### src/logic/tpps_pkg.sv
package tpps_pkg;

  // register geometry
  localparam int unsigned REG_W = 8;
  localparam int unsigned IDX_W = 8;
  localparam int unsigned NUM_SETTINGS = 8;
  localparam int unsigned SEL_W = 3;
  localparam int unsigned SPREAD_W = 3;
  localparam int unsigned PROFILE_W = 30;

  // register indices; byte address is four times the index
  localparam logic [IDX_W-1:0] IDX_SPREAD_HI = 8'h30;
  localparam logic [IDX_W-1:0] IDX_SPREAD_MID = 8'h31;
  localparam logic [IDX_W-1:0] IDX_SPREAD_LO = 8'h32;
  localparam logic [IDX_W-1:0] IDX_VCO_SEL = 8'h33;
  localparam logic [IDX_W-1:0] IDX_ROUTING = 8'h34;
  localparam logic [IDX_W-1:0] IDX_STATE_SEL = 8'h35;
  localparam logic [IDX_W-1:0] IDX_DIRECTION = 8'h36;
  localparam logic [IDX_W-1:0] IDX_STATUS = 8'h20;

  // byte address lanes above the index must be zero
  localparam int unsigned ADDR_IDX_LO = 2;
  localparam int unsigned ADDR_IDX_HI = 9;
  localparam int unsigned ADDR_TOP_LO = 10;

  // reset values
  localparam logic [REG_W-1:0] RST_SPREAD = 8'h00;
  localparam logic [REG_W-1:0] RST_VCO_SEL = 8'h00;
  localparam logic [REG_W-1:0] RST_ROUTING = 8'hed;
  localparam logic [REG_W-1:0] RST_STATE_SEL = 8'h02;
  localparam logic [REG_W-1:0] RST_DIRECTION = 8'h00;

  // field positions in the routing and direction registers
  localparam int unsigned BYPASS_BIT = 7;
  localparam int unsigned SIXTH_SRC_BIT = 6;
  localparam int unsigned SEVENTH_SRC_HI = 5;
  localparam int unsigned SEVENTH_SRC_LO = 4;
  localparam int unsigned STATE_ONE_HI = 3;
  localparam int unsigned STATE_ONE_LO = 2;
  localparam int unsigned STATE_ZERO_HI = 1;
  localparam int unsigned STATE_ZERO_LO = 0;
  localparam int unsigned DIRECTION_BIT = 7;

  // output-state definition codes
  typedef enum logic [1:0] {
    OST_OFF_PD = 2'b00,
    OST_TRISTATE = 2'b01,
    OST_LOW = 2'b10,
    OST_ON = 2'b11
  } tpps_out_state_t;

  // seventh output source codes
  typedef enum logic [1:0] {
    SRC7_FOURTH = 2'b00,
    SRC7_SIXTH = 2'b01,
    SRC7_SEVENTH = 2'b10,
    SRC7_RSVD = 2'b11
  } tpps_src7_t;

  // bus constants
  localparam logic [1:0] HTRANS_NONSEQ = 2'b10;
  localparam logic HRESP_OKAY = 1'b0;

  // spread amount in hundredths of a percent
  function automatic logic [7:0] tpps_spread_hundredths(input logic [SPREAD_W-1:0] code);
    logic [7:0] amt;
    case (code)
      3'h0: amt = 8'h00;
      3'h1: amt = 8'h19;
      3'h2: amt = 8'h32;
      3'h3: amt = 8'h4b;
      3'h4: amt = 8'h64;
      3'h5: amt = 8'h7d;
      3'h6: amt = 8'h96;
      default: amt = 8'hc8;
    endcase
    return amt;
  endfunction : tpps_spread_hundredths

endpackage : tpps_pkg

### src/logic/tpps_setting_decode.sv
`timescale 1ns/1ps
module tpps_setting_decode
  import tpps_pkg::*;
(
  input wire logic [REG_W-1:0] spreadHi,
  input wire logic [REG_W-1:0] spreadMid,
  input wire logic [REG_W-1:0] spreadLo,
  input wire logic [REG_W-1:0] vcoSel,
  input wire logic [REG_W-1:0] stateSel,
  input wire logic [SEL_W-1:0] settingIdx,
  output logic [SPREAD_W-1:0] spreadCode,
  output logic vcoProfileBit,
  output logic stateChoice
);

  logic [SPREAD_W*NUM_SETTINGS-1:0] packedFields;
  logic [SPREAD_W-1:0] spreadField [NUM_SETTINGS];

  // fields run msb-first across three bytes, setting 7 on top
  assign packedFields = {spreadHi, spreadMid, spreadLo};

  for (genvar n = 0; n < NUM_SETTINGS; n++)
  begin : g_field
    assign spreadField[n] = packedFields[SPREAD_W*n +: SPREAD_W];
  end

  // pick the active setting's fields
  assign spreadCode = spreadField[settingIdx];
  assign vcoProfileBit = vcoSel[settingIdx];
  // one state choice bit per setting
  assign stateChoice = stateSel[settingIdx];

endmodule : tpps_setting_decode

### src/logic/tpps_top.sv
`timescale 1ns/1ps
module tpps_top
  import tpps_pkg::*;
(
  input wire logic clk,
  input wire logic nrst,
  input wire logic hsel,
  input wire logic [31:0] haddr,
  input wire logic [1:0] htrans,
  input wire logic hwrite,
  input wire logic [2:0] hsize,
  input wire logic [31:0] hwdata,
  input wire logic hready,
  output logic hreadyout,
  output logic [31:0] hrdata,
  output logic hresp,
  input wire logic settingSelectPinA,
  input wire logic settingSelectPinB,
  input wire logic settingSelectPinC,
  input wire logic [PROFILE_W-1:0] vcoProfileZero,
  input wire logic [PROFILE_W-1:0] vcoProfileOne,
  output logic [SPREAD_W-1:0] spreadAmountField,
  output logic [7:0] spreadHundredths,
  output logic spreadCenter,
  output logic vcoProfileBitOut,
  output logic [PROFILE_W-1:0] activeProfileWord,
  output logic pllBypass,
  output logic pllPowerDown,
  output logic sixthOutSource,
  output logic [1:0] seventhOutSource,
  output logic outTristate,
  output logic outDriveLow,
  output logic outEnable
);

  // register file
  logic [REG_W-1:0] spreadHi_q, spreadHi_d;
  logic [REG_W-1:0] spreadMid_q, spreadMid_d;
  logic [REG_W-1:0] spreadLo_q, spreadLo_d;
  logic [REG_W-1:0] vcoSel_q, vcoSel_d;
  logic [REG_W-1:0] routing_q, routing_d;
  logic [REG_W-1:0] stateSel_q, stateSel_d;
  logic [REG_W-1:0] direction_q, direction_d;
  // bus data phase
  logic wrPend_q, wrPend_d;
  logic [IDX_W-1:0] wrIdx_q, wrIdx_d;
  logic [31:0] rdData_q, rdData_d;
  // decoded outputs
  logic [SPREAD_W-1:0] spreadField_q, spreadField_d;
  logic [7:0] spreadAmt_q, spreadAmt_d;
  logic center_q, center_d;
  logic vcoBit_q, vcoBit_d;
  logic [PROFILE_W-1:0] profile_q, profile_d;
  logic bypass_q, bypass_d;
  logic powerDown_q, powerDown_d;
  logic sixthSrc_q, sixthSrc_d;
  logic [1:0] seventhSrc_q, seventhSrc_d;
  logic tristate_q, tristate_d;
  logic driveLow_q, driveLow_d;
  logic enable_q, enable_d;

  logic addrPhase;
  logic addrInRange;
  logic [IDX_W-1:0] addrIdx;
  logic [SEL_W-1:0] settingIdx;
  logic [SPREAD_W-1:0] selSpread;
  logic selVcoBit;
  logic selStateChoice;
  tpps_out_state_t activeState;

  // zero-wait slave, every answer okay
  assign hreadyout = 1'b1;
  assign hresp = HRESP_OKAY;
  assign hrdata = rdData_q;
  assign addrPhase = hsel && hready && (htrans == HTRANS_NONSEQ);
  assign addrIdx = haddr[ADDR_IDX_HI:ADDR_IDX_LO];
  assign addrInRange = (haddr[31:ADDR_TOP_LO] == 22'h000000);

  // select pins pick the active setting
  assign settingIdx = {settingSelectPinC, settingSelectPinB, settingSelectPinA};

  tpps_setting_decode u_decode (
    .spreadHi(spreadHi_q),
    .spreadMid(spreadMid_q),
    .spreadLo(spreadLo_q),
    .vcoSel(vcoSel_q),
    .stateSel(stateSel_q),
    .settingIdx(settingIdx),
    .spreadCode(selSpread),
    .vcoProfileBit(selVcoBit),
    .stateChoice(selStateChoice)
  );

  // state1 or state0 definition by the choice bit
  assign activeState = selStateChoice ? tpps_out_state_t'(routing_q[STATE_ONE_HI:STATE_ONE_LO])
                                      : tpps_out_state_t'(routing_q[STATE_ZERO_HI:STATE_ZERO_LO]);

  // bus next state: writes land in the data phase, reads registered in address phase
  always_comb
  begin
    wrPend_d = addrPhase && hwrite && addrInRange;
    wrIdx_d = addrIdx;
    rdData_d = rdData_q;
    spreadHi_d = spreadHi_q;
    spreadMid_d = spreadMid_q;
    spreadLo_d = spreadLo_q;
    vcoSel_d = vcoSel_q;
    routing_d = routing_q;
    stateSel_d = stateSel_q;
    direction_d = direction_q;
    if (wrPend_q)
    begin
      case (wrIdx_q)
        IDX_SPREAD_HI: spreadHi_d = hwdata[REG_W-1:0];
        IDX_SPREAD_MID: spreadMid_d = hwdata[REG_W-1:0];
        IDX_SPREAD_LO: spreadLo_d = hwdata[REG_W-1:0];
        IDX_VCO_SEL: vcoSel_d = hwdata[REG_W-1:0];
        IDX_ROUTING: routing_d = hwdata[REG_W-1:0];
        IDX_STATE_SEL: stateSel_d = hwdata[REG_W-1:0];
        // only the direction bit is kept; the rest belongs to other logic
        IDX_DIRECTION: direction_d = hwdata[REG_W-1:0] & (8'h01 << DIRECTION_BIT);
        default: ;
      endcase
    end
    if (addrPhase && !hwrite)
    begin
      rdData_d = 32'h00000000;
      if (addrInRange)
      begin
        case (addrIdx)
          IDX_SPREAD_HI: rdData_d = {24'h000000, spreadHi_q};
          IDX_SPREAD_MID: rdData_d = {24'h000000, spreadMid_q};
          IDX_SPREAD_LO: rdData_d = {24'h000000, spreadLo_q};
          IDX_VCO_SEL: rdData_d = {24'h000000, vcoSel_q};
          IDX_ROUTING: rdData_d = {24'h000000, routing_q};
          IDX_STATE_SEL: rdData_d = {24'h000000, stateSel_q};
          IDX_DIRECTION: rdData_d = {24'h000000, direction_q};
          // live view of what is applied right now
          IDX_STATUS: rdData_d = {24'h000000, spreadField_q, vcoBit_q, tristate_q, driveLow_q, enable_q, bypass_q};
          default: rdData_d = 32'h00000000;
        endcase
      end
    end
  end

  // bus and register flops
  always_ff @(posedge clk or negedge nrst)
  begin
    if (!nrst)
    begin
      wrPend_q <= 1'b0;
      wrIdx_q <= 8'h00;
      rdData_q <= 32'h00000000;
      spreadHi_q <= RST_SPREAD;
      spreadMid_q <= RST_SPREAD;
      spreadLo_q <= RST_SPREAD;
      vcoSel_q <= RST_VCO_SEL;
      routing_q <= RST_ROUTING;
      stateSel_q <= RST_STATE_SEL;
      direction_q <= RST_DIRECTION;
    end
    else
    begin
      wrPend_q <= wrPend_d;
      wrIdx_q <= wrIdx_d;
      rdData_q <= rdData_d;
      spreadHi_q <= spreadHi_d;
      spreadMid_q <= spreadMid_d;
      spreadLo_q <= spreadLo_d;
      vcoSel_q <= vcoSel_d;
      routing_q <= routing_d;
      stateSel_q <= stateSel_d;
      direction_q <= direction_d;
    end
  end

  // applied setting, one cycle behind registers and pins
  always_comb
  begin
    spreadField_d = selSpread;
    // amount decode, shared by both directions
    spreadAmt_d = tpps_spread_hundredths(selSpread);
    // center only matters when spread is on
    center_d = direction_q[DIRECTION_BIT] && (selSpread != 3'h0);
    vcoBit_d = selVcoBit;
    // profile word follows the profile bit
    profile_d = selVcoBit ? vcoProfileOne : vcoProfileZero;
    bypass_d = routing_q[BYPASS_BIT];
    // state code 00 also powers the pll down
    powerDown_d = routing_q[BYPASS_BIT] || (activeState == OST_OFF_PD);
    sixthSrc_d = routing_q[SIXTH_SRC_BIT];
    // seventh output source; reserved code passed as is
    seventhSrc_d = routing_q[SEVENTH_SRC_HI:SEVENTH_SRC_LO];
    tristate_d = 1'b0;
    driveLow_d = 1'b0;
    enable_d = 1'b0;
    case (activeState)
      OST_OFF_PD: tristate_d = 1'b1;
      OST_TRISTATE: tristate_d = 1'b1;
      OST_LOW: driveLow_d = 1'b1;
      OST_ON: enable_d = 1'b1;
      default: tristate_d = 1'b1;
    endcase
  end

  // output flops; reset mirrors the register defaults for setting 0, except the profile word, which resets to zero
  always_ff @(posedge clk or negedge nrst)
  begin
    if (!nrst)
    begin
      spreadField_q <= 3'h0;
      spreadAmt_q <= 8'h00;
      center_q <= 1'b0;
      vcoBit_q <= 1'b0;
      profile_q <= 30'h00000000;
      bypass_q <= RST_ROUTING[BYPASS_BIT];
      powerDown_q <= 1'b1;
      sixthSrc_q <= RST_ROUTING[SIXTH_SRC_BIT];
      seventhSrc_q <= RST_ROUTING[SEVENTH_SRC_HI:SEVENTH_SRC_LO];
      tristate_q <= 1'b1;
      driveLow_q <= 1'b0;
      enable_q <= 1'b0;
    end
    else
    begin
      spreadField_q <= spreadField_d;
      spreadAmt_q <= spreadAmt_d;
      center_q <= center_d;
      vcoBit_q <= vcoBit_d;
      profile_q <= profile_d;
      bypass_q <= bypass_d;
      powerDown_q <= powerDown_d;
      sixthSrc_q <= sixthSrc_d;
      seventhSrc_q <= seventhSrc_d;
      tristate_q <= tristate_d;
      driveLow_q <= driveLow_d;
      enable_q <= enable_d;
    end
  end

  assign spreadAmountField = spreadField_q;
  assign spreadHundredths = spreadAmt_q;
  assign spreadCenter = center_q;
  assign vcoProfileBitOut = vcoBit_q;
  assign activeProfileWord = profile_q;
  assign pllBypass = bypass_q;
  assign pllPowerDown = powerDown_q;
  assign sixthOutSource = sixthSrc_q;
  assign seventhOutSource = seventhSrc_q;
  assign outTristate = tristate_q;
  assign outDriveLow = driveLow_q;
  assign outEnable = enable_q;
endmodule : tpps_top

### config.mk
export PLATFORM = sky130hd
export DESIGN_NAME = tpps_top
export DESIGN_NICKNAME = d
export VERILOG_FILES = /design/src/logic/tpps_pkg.sv /design/src/logic/tpps_setting_decode.sv /design/src/logic/tpps_top.sv
export SDC_FILE = /design/constraint.sdc
export NUM_CORES = 1
export LEC_CHECK = 0
export ABC_AREA = 1
export BUFFER_PORTS_ARGS = -buffer_cell sky130_fd_sc_hd__buf_2
export CAP_MARGIN = 20
export CORE_MARGIN = 2
export CORE_UTILIZATION = 40
export DETAILED_ROUTE_END_ITERATION = 10
export HOLD_SLACK_MARGIN = 0.06
export PLACE_DENSITY = 0.72
export SLEW_MARGIN = 30
export SYNTH_ARGS = -nofsm -noshare
export SYNTH_HDL_FRONTEND = slang
export SYNTH_SLANG_ARGS = --single-unit
### constraint.sdc
create_clock -name clk -period 1.6 [get_ports clk]
set_clock_uncertainty 0.05 [all_clocks]
set_input_delay 0.08 -clock clk [delete_from_list [all_inputs] [get_ports clk]]
set_output_delay 0.08 -clock clk [all_outputs]
set_load 0.05 [all_outputs]
After elaboration in Yosys (flattened, before gate mapping)
Index checks and enable logic that the tools add are counted.

Reduce and logical (&&, ||, !) cells: 20. $lt $le $gt $ge: 2. Multiplexer cells: 15. Bitwise operators: 1. Equality and inequality tests: 25.

Operators with widths (count): 8-bit by 6-bit equality test with 1-bit output (second input constant) (15); 8-bit one-hot mux with 8 select lines (1); 8-bit one-hot mux with 7 select lines (1); 30-bit two-way mux (1); 22-bit zero test (1); 2-bit AND reduction (7); 3-bit binary-select mux with 3-bit select (1); 3-bit equality test (second input constant) (3); 8-bit two-way mux (1); 1-bit binary-select mux with 3-bit select (2); 2-bit equality test (second input constant) (3); 3-bit by 2-bit equality test with 1-bit output (second input constant) (2); 1-bit logical AND (6); 3-bit two-way mux (2); 1-bit two-way mux (5); 4-bit greater-or-equal comparator (second input constant) (1); 3-bit by 4-bit less-than comparator with 1-bit output (second input constant) (1); 3-bit inverter with 4-bit output (1); 3-bit by 1-bit equality test with 1-bit output (second input constant) (1); 3-bit zero test (1); 3-bit nonzero test (1); 2-bit by 1-bit equality test with 1-bit output (second input constant) (1); 2-bit zero test (1); 2-bit two-way mux (1); other kinds (3) (3).

Bits in registers: 141. Word-level logic and storage cells: 85. Input port bits: 137. Output and inout port bits: 85.

Depth between registers and ports, before layout
Gate-level depths: netlist of run 1.

Word-level depth: 6. Depth in mapped cells: 14. Depth with buffers taken out: 12.

By module
A second synthesis of run 1 with hierarchy kept.

Cells, all modules: 671. Area total of the unflattened synthesis: 5813.1 µm².

By module, submodules not included: tpps_top (times used 1, seq. area each 2942.8 µm², cells an instance 538, area each 5265.0 µm²); tpps_setting_decode (times used 1, seq. area each 0.0 µm², cells an instance 133, area each 548.0 µm²).

Least setup slack after synthesis of run 1
Ideal clock, no wire load.

Kind: flip-flop to flip-flop. Start point: register spreadMid_q[4]. End point: register spreadAmt_q[3] (netlist: spreadHundredths[3]). Library setup time: 0.069 ns. Period minus slack after synthesis: 1.733 ns. Buffers on the path: 0. Stages on the path, launching flop included: 12. Slack: -0.133 ns. Data required time: 1.481 ns. Arrival time: 1.614 ns. Cells stage by stage: dfrtp_1 -> nor2_1 -> nor2_1 -> o21ai_0 -> nand2_1 -> inv_1 -> o21ai_2 -> inv_1 -> ha_1 -> or2_2 -> nor2_1 -> nand3b_1.

Word-level cells in the longest chain between the ends: 5. Elaborated cells on any way between the ends: 11. Those cells by class: 6 x eq/ne; 4 x mux; 1 x reduce/logical.

RTL lines: from (decl) (RTL line tpps_top.sv:38) `logic [REG_W-1:0] spreadMid_q, spreadMid_d;`; from (signal assigned) (RTL line tpps_top.sv:168) `spreadMid_q <= spreadMid_d;`; 3-bit binary-select mux with 3-bit select * (RTL line tpps_setting_decode.sv:28) `assign spreadCode = spreadField[settingIdx];`; 3-bit two-way mux (not written as such) * (2 in series) (RTL line tpps_setting_decode.sv:28); named net selSpread[0] (RTL line tpps_top.sv:66) `logic [SPREAD_W-1:0] selSpread;`; 3-bit equality test (tied with other cells) (RTL line tpps_pkg.sv:67) `case (code)`; 8-bit one-hot mux with 7 select lines * (RTL line tpps_pkg.sv:67); named net spreadAmt_d[3] (RTL line tpps_top.sv:50) `logic [7:0] spreadAmt_q, spreadAmt_d;`; to (signal assigned) (RTL line tpps_top.sv:227) `spreadAmt_q <= spreadAmt_d;`; to (decl) (RTL line tpps_top.sv:50).

Mark *: on every way through the listed nets, which the timed path passes. The rest lies on a longest branch. The select of a mux whose other input is x is not followed. A chain may end at the register's enable or synchronous reset.

Worst setup path after layout of run 1
Start point: register spreadMid_q[5]. End point: register spreadAmt_q[3] (netlist: spreadHundredths[3]).

Word-level cells in the longest chain between the ends: 5. Elaborated cells on any way between the ends: 11. Those cells by class: 6 x eq/ne; 4 x mux; 1 x reduce/logical.

RTL lines (RTL line): 3-bit binary-select mux with 3-bit select * (tpps_setting_decode.sv:28); 3-bit two-way mux (not written as such) * (2 in series) (tpps_setting_decode.sv:28); 3-bit equality test (tied with other cells) (tpps_pkg.sv:67); 8-bit one-hot mux with 7 select lines * (tpps_pkg.sv:67); named net spreadAmt_d[3] (tpps_top.sv:50).

Marked as above.

==> results of run 1 <==
-- routing by layer --
layer | routed length (µm) | vias to the layer above
li1 | - | 2769
met1 | 7473 | 2627
met2 | 8507 | 256
met3 | 1578 | 31
met4 | 425 | 0
met5 | 0 | -
-- cell usage in the layout (no fill, tap or decap), drive strengths merged --
master	count
a21oi	3
buf	219
clkbuf	27
clkinv	5
clkinvlp	1
conb	26
dfrtp	105
dfstp	12
dlygate4sd3	79
ha	4
inv	57
nand2	251
nand3	64
nand3b	2
nand4	2
nor2	86
nor3	4
nor4	1
o211ai	2
o21ai	68
or2	2
-- worst max-delay path, stage by stage (launching register included) --
cell      delay (ps)
dfrtp_1          390
nor2_1            90
nor2_1            40
o21ai_1           60
nand2_1          100
o21ai_4          260
ha_2             240
or2_4            140
nor2_4            40
nand3b_1         140
-- synth_stat cells --
| cell type | number |
|---|---|
| or2_2 | 2 |
| nor4_1 | 1 |
| nor2_1 | 83 |
| inv_1 | 53 |
| conb_1 | 2 |
| nand3_1 | 63 |
| o211ai_1 | 1 |
| buf_6 | 6 |
| nand2_1 | 245 |
| nand3b_1 | 2 |
| o21ai_2 | 2 |
| nor3_2 | 2 |
| a21oi_1 | 3 |
| nor3_1 | 2 |
| o211ai_2 | 1 |
| ha_1 | 4 |
| nand2_2 | 6 |
| dfstp_2 | 12 |
| inv_2 | 4 |
| nand4_1 | 2 |
| o21ai_0 | 58 |
| nor2_4 | 2 |
| buf_4 | 32 |
| clkbuf_1 | 4 |
| nor2_2 | 1 |
| nand3_2 | 1 |
| o21ai_1 | 8 |
| buf_2 | 6 |
| dfrtp_1 | 105 |
-- power by group --
part	internal (W)	switching, W	leakage, nW
registers	0.00308	0.0000393	1.25
logic	0.000448	0.000986	3.07
clock network	0.00208	0.00125	0.258
-- sequential cells by signal, summed over array words and instances (netlist names), 2 cells and up --
register / flops
activeProfileWord: 30
hrdata: 8
routing_q: 8
seventhOutSource: 2
spreadAmountField: 3
spreadHi_q: 8
spreadHundredths: 8
spreadLo_q: 8
spreadMid_q: 8
stateSel_q: 8
vcoSel_q: 8
wrIdx_q: 8
-- logic make-up after synthesis --
family,Yosys count,synth area share (%)
DFF,117,52.09
adders and majority gates,4,0.8860
and+or+nand+nor,412,30.08
other,2,0.1329
buffers and inverters,105,10.03
AOI/OAI and AO/OA,73,6.777
-- worst max path at each step --
stage,start,end,slack (ps),depth (start not counted)
floorplan,spreadHi_q[2],spreadHundredths[3],-20,11
global placement,settingSelectPinA,spreadHundredths[5],-110,13
detailed placement,spreadHi_q[2],spreadHundredths[2],-150,11
CTS,spreadHi_q[2],spreadHundredths[5],-60,11
global route,spreadHi_q[2],spreadHundredths[2],-210,11
finish,spreadMid_q[5],spreadHundredths[3],-80,9
-- what timing repair did --
action / CTS / global route
hold buffers: 79 / 0
buffers inserted: 1 / 3
setup endpoints to repair: 5 / 27
pin swaps: 3 / 1
gates cloned: 0 / 1
hold endpoints to repair: 194 / 0
gates resized for setup: 9 / 11
-- metrics by stage --
step,instance area (µm²),hold WS (ps),std cells
floorplan,5752,-265.6,737
global placement,6888,8.914,1084
detailed placement,6888,6.651,1084
CTS,8228,105.8,1196
global route,8318,137.4,1200
finish,8318,98.75,1200
-- final cells by class --
class	instances	area [µm²]	area share (%)
sequential	117	2943	35.38
multi-input combinational	515	2296	27.60
timing repair buffer	299	2113	25.41
clock buffer	26	489.2	5.881
tap	180	225.2	2.708
inverter	57	219.0	2.632
clock inverter	6	32.53	0.3911
==> impl_metrics.ini, run 1 <==
[grt]
antenna_found_initial = 0
grt_util_met1_pct = 30.01
grt_use_met2_pct = 40.12
grt_pass1_wl_um = 27790
grt_usage_pct = 24.38
grt_max_degree = 43
grt_pass1_vias = 5635
busiest_layer = met2
use_met3_pct = 8.318
grt-ovfl-total = 0

[timing]
final-hold-violation-count = 0
setup_slack_ps = -84.90
rsz0062_at_grt = true
setup_violations = 4
drv_slew = 0
fin_tns_setup_ps = -284.6
fin_crit_sh_pct = 105.3
min_period_ps = 1685
clock.fmax_mhz = 593.5

[worst_setup_path]
worstSetupPathType = flip-flop to flip-flop
crit-reg2reg-launch = spreadMid_q[5]
r2r_slack_ps = -80
cp-end-kind = flip-flop
ff2ff_path_depth = 9
cp.arrival_ps = 1920
cp_max_fo = 4
required_ps = 1840
regToRegEndpoint = spreadHundredths[3]
start_kind = flip-flop

[floorplan]
coreArea_um2 = 13830
die_area_um2 = 15090
die_h_um = 122.8
initial_core_util_pct = 40.86
io_pins = 222
fp.dieW_um = 122.8
rows = 43

[synth]
ys_ff_latch = 117
yosys.area.top_type = dfrtp_1
ys_types = 29
synth_cells = 713
synth.top_cell.area_share_pct = 46.51
ys_seq_area_share_pct = 52.09
avgSynthCellArea_um2 = 7.923
synthTopCellsByArea = dfrtp_1 47%, nand2_1 16%, dfstp_2 5.6%
yosysWarnings = 0
syn_area_um2 = 5649

[final_layout]
area_growth_pct = 47.24
drive_gt1_share_pct = 28.43
final_core_util_pct = 60.16
antenna_cells = 0
final_nets = 1148
n_fill_cell = 1156

[drt]
wire_per_inst_um = 14.99
ant_nets = 0
via_per_inst = 4.736
drt-total-wl_um = 17990
dr.pass1.iters = 6
drc = 0
vias = 5683
drt_iter0_drc = 364

[min_path]
hold_path_class = input pin to asynchronous set/reset pin

[clocking]
clk_path_buf_depth = 2
cts-buffers-inserted = 17
htree_levels = 4
cts.clk_slew.worst_paths_ps = 50
cts_tree = built
cts-root-buf = clkbuf_16
clk_latency_ps = 420
clock-sinks = 117

[place]
routabilityCongestion = 0.8984
hpwl_um = 11740
pre_cts_ws_ps = -150.5
io_buffer_count = 166

[run_status]
violations = negative setup slack
status = finished with violations

[power]
finalPower_w = 0.007882
ir_drop_uv = 694.4
p_leak_nw = 4.577
p_per_area_nw_per_um2 = 947.6

[flow_run]
drv_cap = 0
Power figures use the tool's default switching activity.
==> run 2, diff against run 1 <==
--- a/config.mk
+++ b/config.mk
@@ -8,11 +8,13 @@
 export ABC_AREA = 1
 export BUFFER_PORTS_ARGS = -buffer_cell sky130_fd_sc_hd__buf_2
 export CAP_MARGIN = 20
+export CORE_ASPECT_RATIO = 1.5
 export CORE_MARGIN = 2
 export CORE_UTILIZATION = 40
 export DETAILED_ROUTE_END_ITERATION = 10
 export HOLD_SLACK_MARGIN = 0.06
 export PLACE_DENSITY = 0.72
+export REMOVE_ABC_BUFFERS = 1
 export SLEW_MARGIN = 30
 export SYNTH_ARGS = -nofsm -noshare
 export SYNTH_HDL_FRONTEND = slang
==> impl_metrics.ini, run 2 (synthesized netlist as in run 1, its figures left out) <==
[floorplan]
die_area_um2 = 15110
coreArea_um2 = 13930
rows = 53
io_pins = 222
fp.dieW_um = 101.0
die_h_um = 149.6
initial_core_util_pct = 40.57

[worst_setup_path]
start_kind = flip-flop
worstSetupPathType = flip-flop to flip-flop
r2r_slack_ps = -20
cp_max_fo = 3
cp-startpoint = spreadHi_q[2]
crit-reg2reg-launch = spreadHi_q[2]
required_ps = 1900
crit_end = spreadHundredths[3]
cp-end-kind = flip-flop
regToRegEndpoint = spreadHundredths[3]
cp.arrival_ps = 1920
ff2ff_path_depth = 11

[timing]
setup_violations = 5
max_slew_margin_pct = 61.33
rsz0062_at_grt = true
fin_crit_sh_pct = 101.5
setup_slack_ps = -23.87
worst-slew-pin-transition_ps = 578.2
clock.fmax_mhz = 615.8
min_period_ps = 1624
final-hold-violation-count = 0
drv_slew = 0

[drt]
drt_iter0_drc = 318
dr.pass1.iters = 5
drc = 0
ant_nets = 0
drt-total-wl_um = 17770
vias = 5755
via_per_inst = 4.836
wire_per_inst_um = 14.93

[power]
ir_drop_uv = 653.0
p_leak_nw = 4.663
p_per_area_nw_per_um2 = 1012

[flow_run]
drv_cap = 0

[final_layout]
final_common_cell = nand2_1
area_growth_pct = 50.19
final_cell_mix = 244 x nand2_1, 165 x buf_2, 105 x dfrtp_1
fin_area_um2 = 8484
fin_cells = 1190
final_nets = 1153
largest_reg_flops = 30
antenna_cells = 0
drive_gt1_share_pct = 28.98

[grt]
antenna_found_initial = 0
grt_pass1_wl_um = 27440
grt-ovfl-total = 0
grt_pass1_vias = 5632
grt_max_degree = 54
grt_usage_pct = 23.68

[min_path]
hold_path_class = input pin to flip-flop

[place]
hpwl_um = 11600
dpl.cell_count = 1066
routabilityCongestion = 1.008
place_area_um2 = 6834
io_buffer_count = 166

[clocking]
clk_path_buf_depth = 2
cts.clk_slew.worst_paths_ps = 60
htree_levels = 4
cts_tree = built
cts-buffers-inserted = 17
clk_latency_ps = 410
cts-root-buf = clkbuf_16
clock-sinks = 117

[run_status]
violations = negative setup slack
status = finished with violations
==> run 2: layer usage <==
| layer | GRT usage [%] | part of all wire, % | up-vias |
|---|---|---|---|
| li1 | - | - | 2795 |
| met5 | 0 | 0 | - |
| met2 | 43.07 | 52 | 262 |
| met4 | 10.74 | 4.1 | 0 |
| met1 | 25.83 | 37 | 2653 |
| met3 | 5.325 | 6.9 | 45 |
==> run 2: worst min-delay path by stage <==
| stage | start | to | slack, ps | cells past startpoint |
|---|---|---|---|---|
| after floorplan | nrst | activeProfileWord[0] | -270 | 0 |
| after global placement | nrst | spreadHundredths[0] | -50 | 1 |
| after detailed placement | nrst | spreadHundredths[7] | -50 | 1 |
| after CTS | hwdata[3] | vcoSel_q[3] | 80 | 3 |
| after global routing | hwdata[3] | spreadLo_q[3] | 100 | 3 |
| final | hwdata[3] | vcoSel_q[3] | 70 | 3 |
==> run 2: worst max-delay path: stages (launching register included) <==
cell,delay [ps]
dfrtp_1,340
nor2_1,40
nor2_1,80
o21ai_1,60
nand2_1,50
inv_1,40
o21ai_2,160
inv_1,90
ha_2,200
or2_4,250
nor2_4,100
nand3b_1,110
==> run 2: report_power, final <==
| group | internal (W) | switching [W] |
|---|---|---|
| Combinational | 0.000452 | 0.000965 |
| Sequential | 0.00308 | 0.0000322 |
| Clock | 0.00272 | 0.00134 |
| Total | 0.00625 | 0.00233 |
==> run 2: what timing repair did <==
item | CTS | global route
gates resized for setup | 9 | 15
endpoints found under the hold margin | 173 | 0
hold buffers | 80 | 0
pin swaps | 4 | 7
setup buffers | 3 | 5
gates cloned | 0 | 4
endpoints found under the setup margin | 4 | 46
==> run 2: layout make-up <==
class | instances | area (µm²)
Timing Repair Buffer | 304 | 2205
Multi-Input combinational cell | 515 | 2283
Clock inverter | 9 | 152.6
Clock buffer | 23 | 478.0
Sequential cell | 117 | 2943
Inverter | 57 | 216.5
Tap cell | 165 | 206.4
Fill cell | 1166 | 5441
==> run 2: metrics by stage <==
step                      power [W]  TNS (ps)  util, %  worst slack [ps]  hold slack [ps]
after floorplan            0.003910     -2260        -            -223.6           -265.6
final                      0.008586    -72.55    60.93            -23.87            71.85
after CTS                  0.008586    -116.4    59.67            -33.98            75.06
after global routing       0.008870    -811.2    60.93            -174.4            103.4
after detailed placement   0.004372     -3435    49.07            -218.9           -51.18
after global placement     0.004362     -2599    49.07            -172.2           -54.86
==> run 3, diff against run 2 <==
--- a/config.mk
+++ b/config.mk
@@ -10,10 +10,10 @@
 export CAP_MARGIN = 20
 export CORE_ASPECT_RATIO = 1.5
 export CORE_MARGIN = 2
-export CORE_UTILIZATION = 40
+export CORE_UTILIZATION = 38
 export DETAILED_ROUTE_END_ITERATION = 10
 export HOLD_SLACK_MARGIN = 0.06
-export PLACE_DENSITY = 0.72
+export PLACE_DENSITY = 0.69
 export REMOVE_ABC_BUFFERS = 1
 export SLEW_MARGIN = 30
 export SYNTH_ARGS = -nofsm -noshare
==> impl_metrics.ini, run 3 (synthesized netlist as in run 1, its figures left out) <==
[run_status]
status = finished with violations
violations = negative setup slack

[final_layout]
area_growth_pct = 49.75
fin_area_um2 = 8459
final_common_cell = nand2_1
drive_gt1_share_pct = 28.82
largest_reg_flops = 30
final_nets = 1148
final_cell_mix = 244 x nand2_1, 165 x buf_2, 105 x dfrtp_1
antenna_cells = 0

[power]
p_per_area_nw_per_um2 = 1007
p_leak_nw = 4.636
ir_drop_uv = 619.2

[timing]
min_period_ps = 1649
fin_tns_setup_ps = -142.1
final-hold-violation-count = 0
max_slew_margin_pct = 58.48
setup_violations = 4
clock.fmax_mhz = 606.3
setup_slack_ps = -49.25
fin_crit_sh_pct = 103.1
drv_slew = 0
rsz0062_at_grt = true
worst-slew-pin-transition_ps = 622.7

[worst_setup_path]
ff2ff_path_depth = 11
regToRegEndpoint = spreadHundredths[5]
r2r_slack_ps = -50
required_ps = 1850
cpPeakStageDelay_ps = 340
cp.buffers_inverters = 3
cp_max_fo = 4
worstSetupPathType = flip-flop to flip-flop
cp.arrival_ps = 1900
crit-reg2reg-launch = spreadMid_q[4]
crit_path_top_delay_cell = dfrtp_1
start_kind = flip-flop
path_delay_family = simple AND/OR/NAND/NOR gates
cp_cell_sequence = nor2_1 -> nor2_1 -> o21ai_1 -> nand2_1 -> inv_1 -> o21ai_2 -> inv_2 -> ha_4 -> or2_4 -> o21ai_2 -> inv_1
cp-end-kind = flip-flop

[place]
routabilityCongestion = 0.9055
pre_cts_ws_ps = -232.4
place_area_um2 = 6880
hpwl_um = 11470
io_buffer_count = 166

[floorplan]
fp.dieW_um = 103.6
die_h_um = 153.3
coreArea_um2 = 14530
initial_core_util_pct = 38.89
io_pins = 222
die_area_um2 = 15880
rows = 54

[drt]
drt_iter0_drc = 404
vias = 5635
ant_nets = 0
via_per_inst = 4.634
dr.pass1.iters = 5
drc = 0
drt-total-wl_um = 17650
wire_per_inst_um = 14.51

[clocking]
cts_tree = built
clk_latency_ps = 410
cts-root-buf = clkbuf_16
clock-sinks = 117
cts-buffers-inserted = 17
htree_levels = 4
cts.clk_slew.worst_paths_ps = 60
clk_path_buf_depth = 2

[grt]
grt_max_degree = 118
grt_usage_pct = 22.11
antenna_found_initial = 0
grt_pass1_vias = 5721
grt-ovfl-total = 0
grt_pass1_wl_um = 27600

[min_path]
hold_path_class = input pin to flip-flop
hold_end = spreadAmountField[0]
worstHoldStart = settingSelectPinB
worstHoldPathCells = 5

[flow_run]
drv_cap = 0
[run 3: cell types whose count changed in the layout (fill, tap and decap cells not counted), moves of 2 or more]
| cell | change |
|---|---|
| clkinv_4 | +3 |
| ha_2 | -3 |
| buf_4 | -2 |
| clkbuf_1 | -2 |
| clkbuf_8 | -2 |
| clkinv_2 | +2 |
| ha_1 | +2 |
| o21ai_0 | +2 |
| o21ai_1 | -2 |
[run 3: report_power, final]
| part | internal, W | switching (W) | total [W] |
|---|---|---|---|
| Sequential | 0.00308 | 0.0000358 | 0.00311 |
| Combinational | 0.000450 | 0.000965 | 0.00141 |
| Clock | 0.00264 | 0.00135 | 0.00399 |
[run 3: worst max path at each step]
stage | startpoint | end | depth (start not counted)
final | spreadMid_q[4] | spreadHundredths[5] | 11
after global routing | spreadHi_q[3] | spreadHundredths[3] | 9
after CTS | spreadMid_q[4] | spreadHundredths[3] | 11
after detailed placement | spreadMid_q[4] | spreadHundredths[3] | 11
after global placement | spreadMid_q[4] | spreadHundredths[3] | 11
after floorplan | haddr[8] | hrdata[0] | 9
[run 3: layout make-up]
type / instances / area (µm²)
fillers: 1273 / 6067
flip-flops and latches: 117 / 2943
multi-input cells: 515 / 2300
repair buffers: 299 / 2133
clock buffers: 19 / 442.9
well taps: 196 / 245.2
inverters: 57 / 214.0
clock inverters: 13 / 181.4
[run 3: per-stage QoR]
stage	std cells	power, W	hold WS, ps	util [%]
after floorplan	689	0.003910	-265.6	-
after global placement	1098	0.004364	154.1	47.36
after global routing	1216	0.008834	118.6	58.23
final	1216	0.008517	83.27	58.23
after detailed placement	1098	0.004375	154.2	47.36
after CTS	1211	0.008559	87.73	57.48
[run 3: per-layer routing]
metal,global-route usage [%],routed length [µm],up-vias
met1,22.30,6275,2561
met4,9.395,635,0
li1,-,-,2780
met3,7.036,1442,40
met5,0,0,-
met2,41.53,9292,254
[run 3: worst register-to-register path, stage by stage (launching register included)]
cell     delay, ps
dfrtp_1        340
nor2_1          50
nor2_1          80
o21ai_1         70
nand2_1         70
inv_1           40
o21ai_2        180
inv_2           90
ha_4           160
or2_4          240
o21ai_2        130
inv_1           50
[run 3: what timing repair did]
| action | in CTS | in global routing |
|---|---|---|
| setup endpoints to repair | 4 | 15 |
| hold buffers | 80 | 0 |
| pin swaps | 3 | 6 |
| setup buffers | 1 | 3 |
| resized for setup | 11 | 10 |
| hold endpoints to repair | 180 | 0 |
| gates cloned | 0 | 3 |
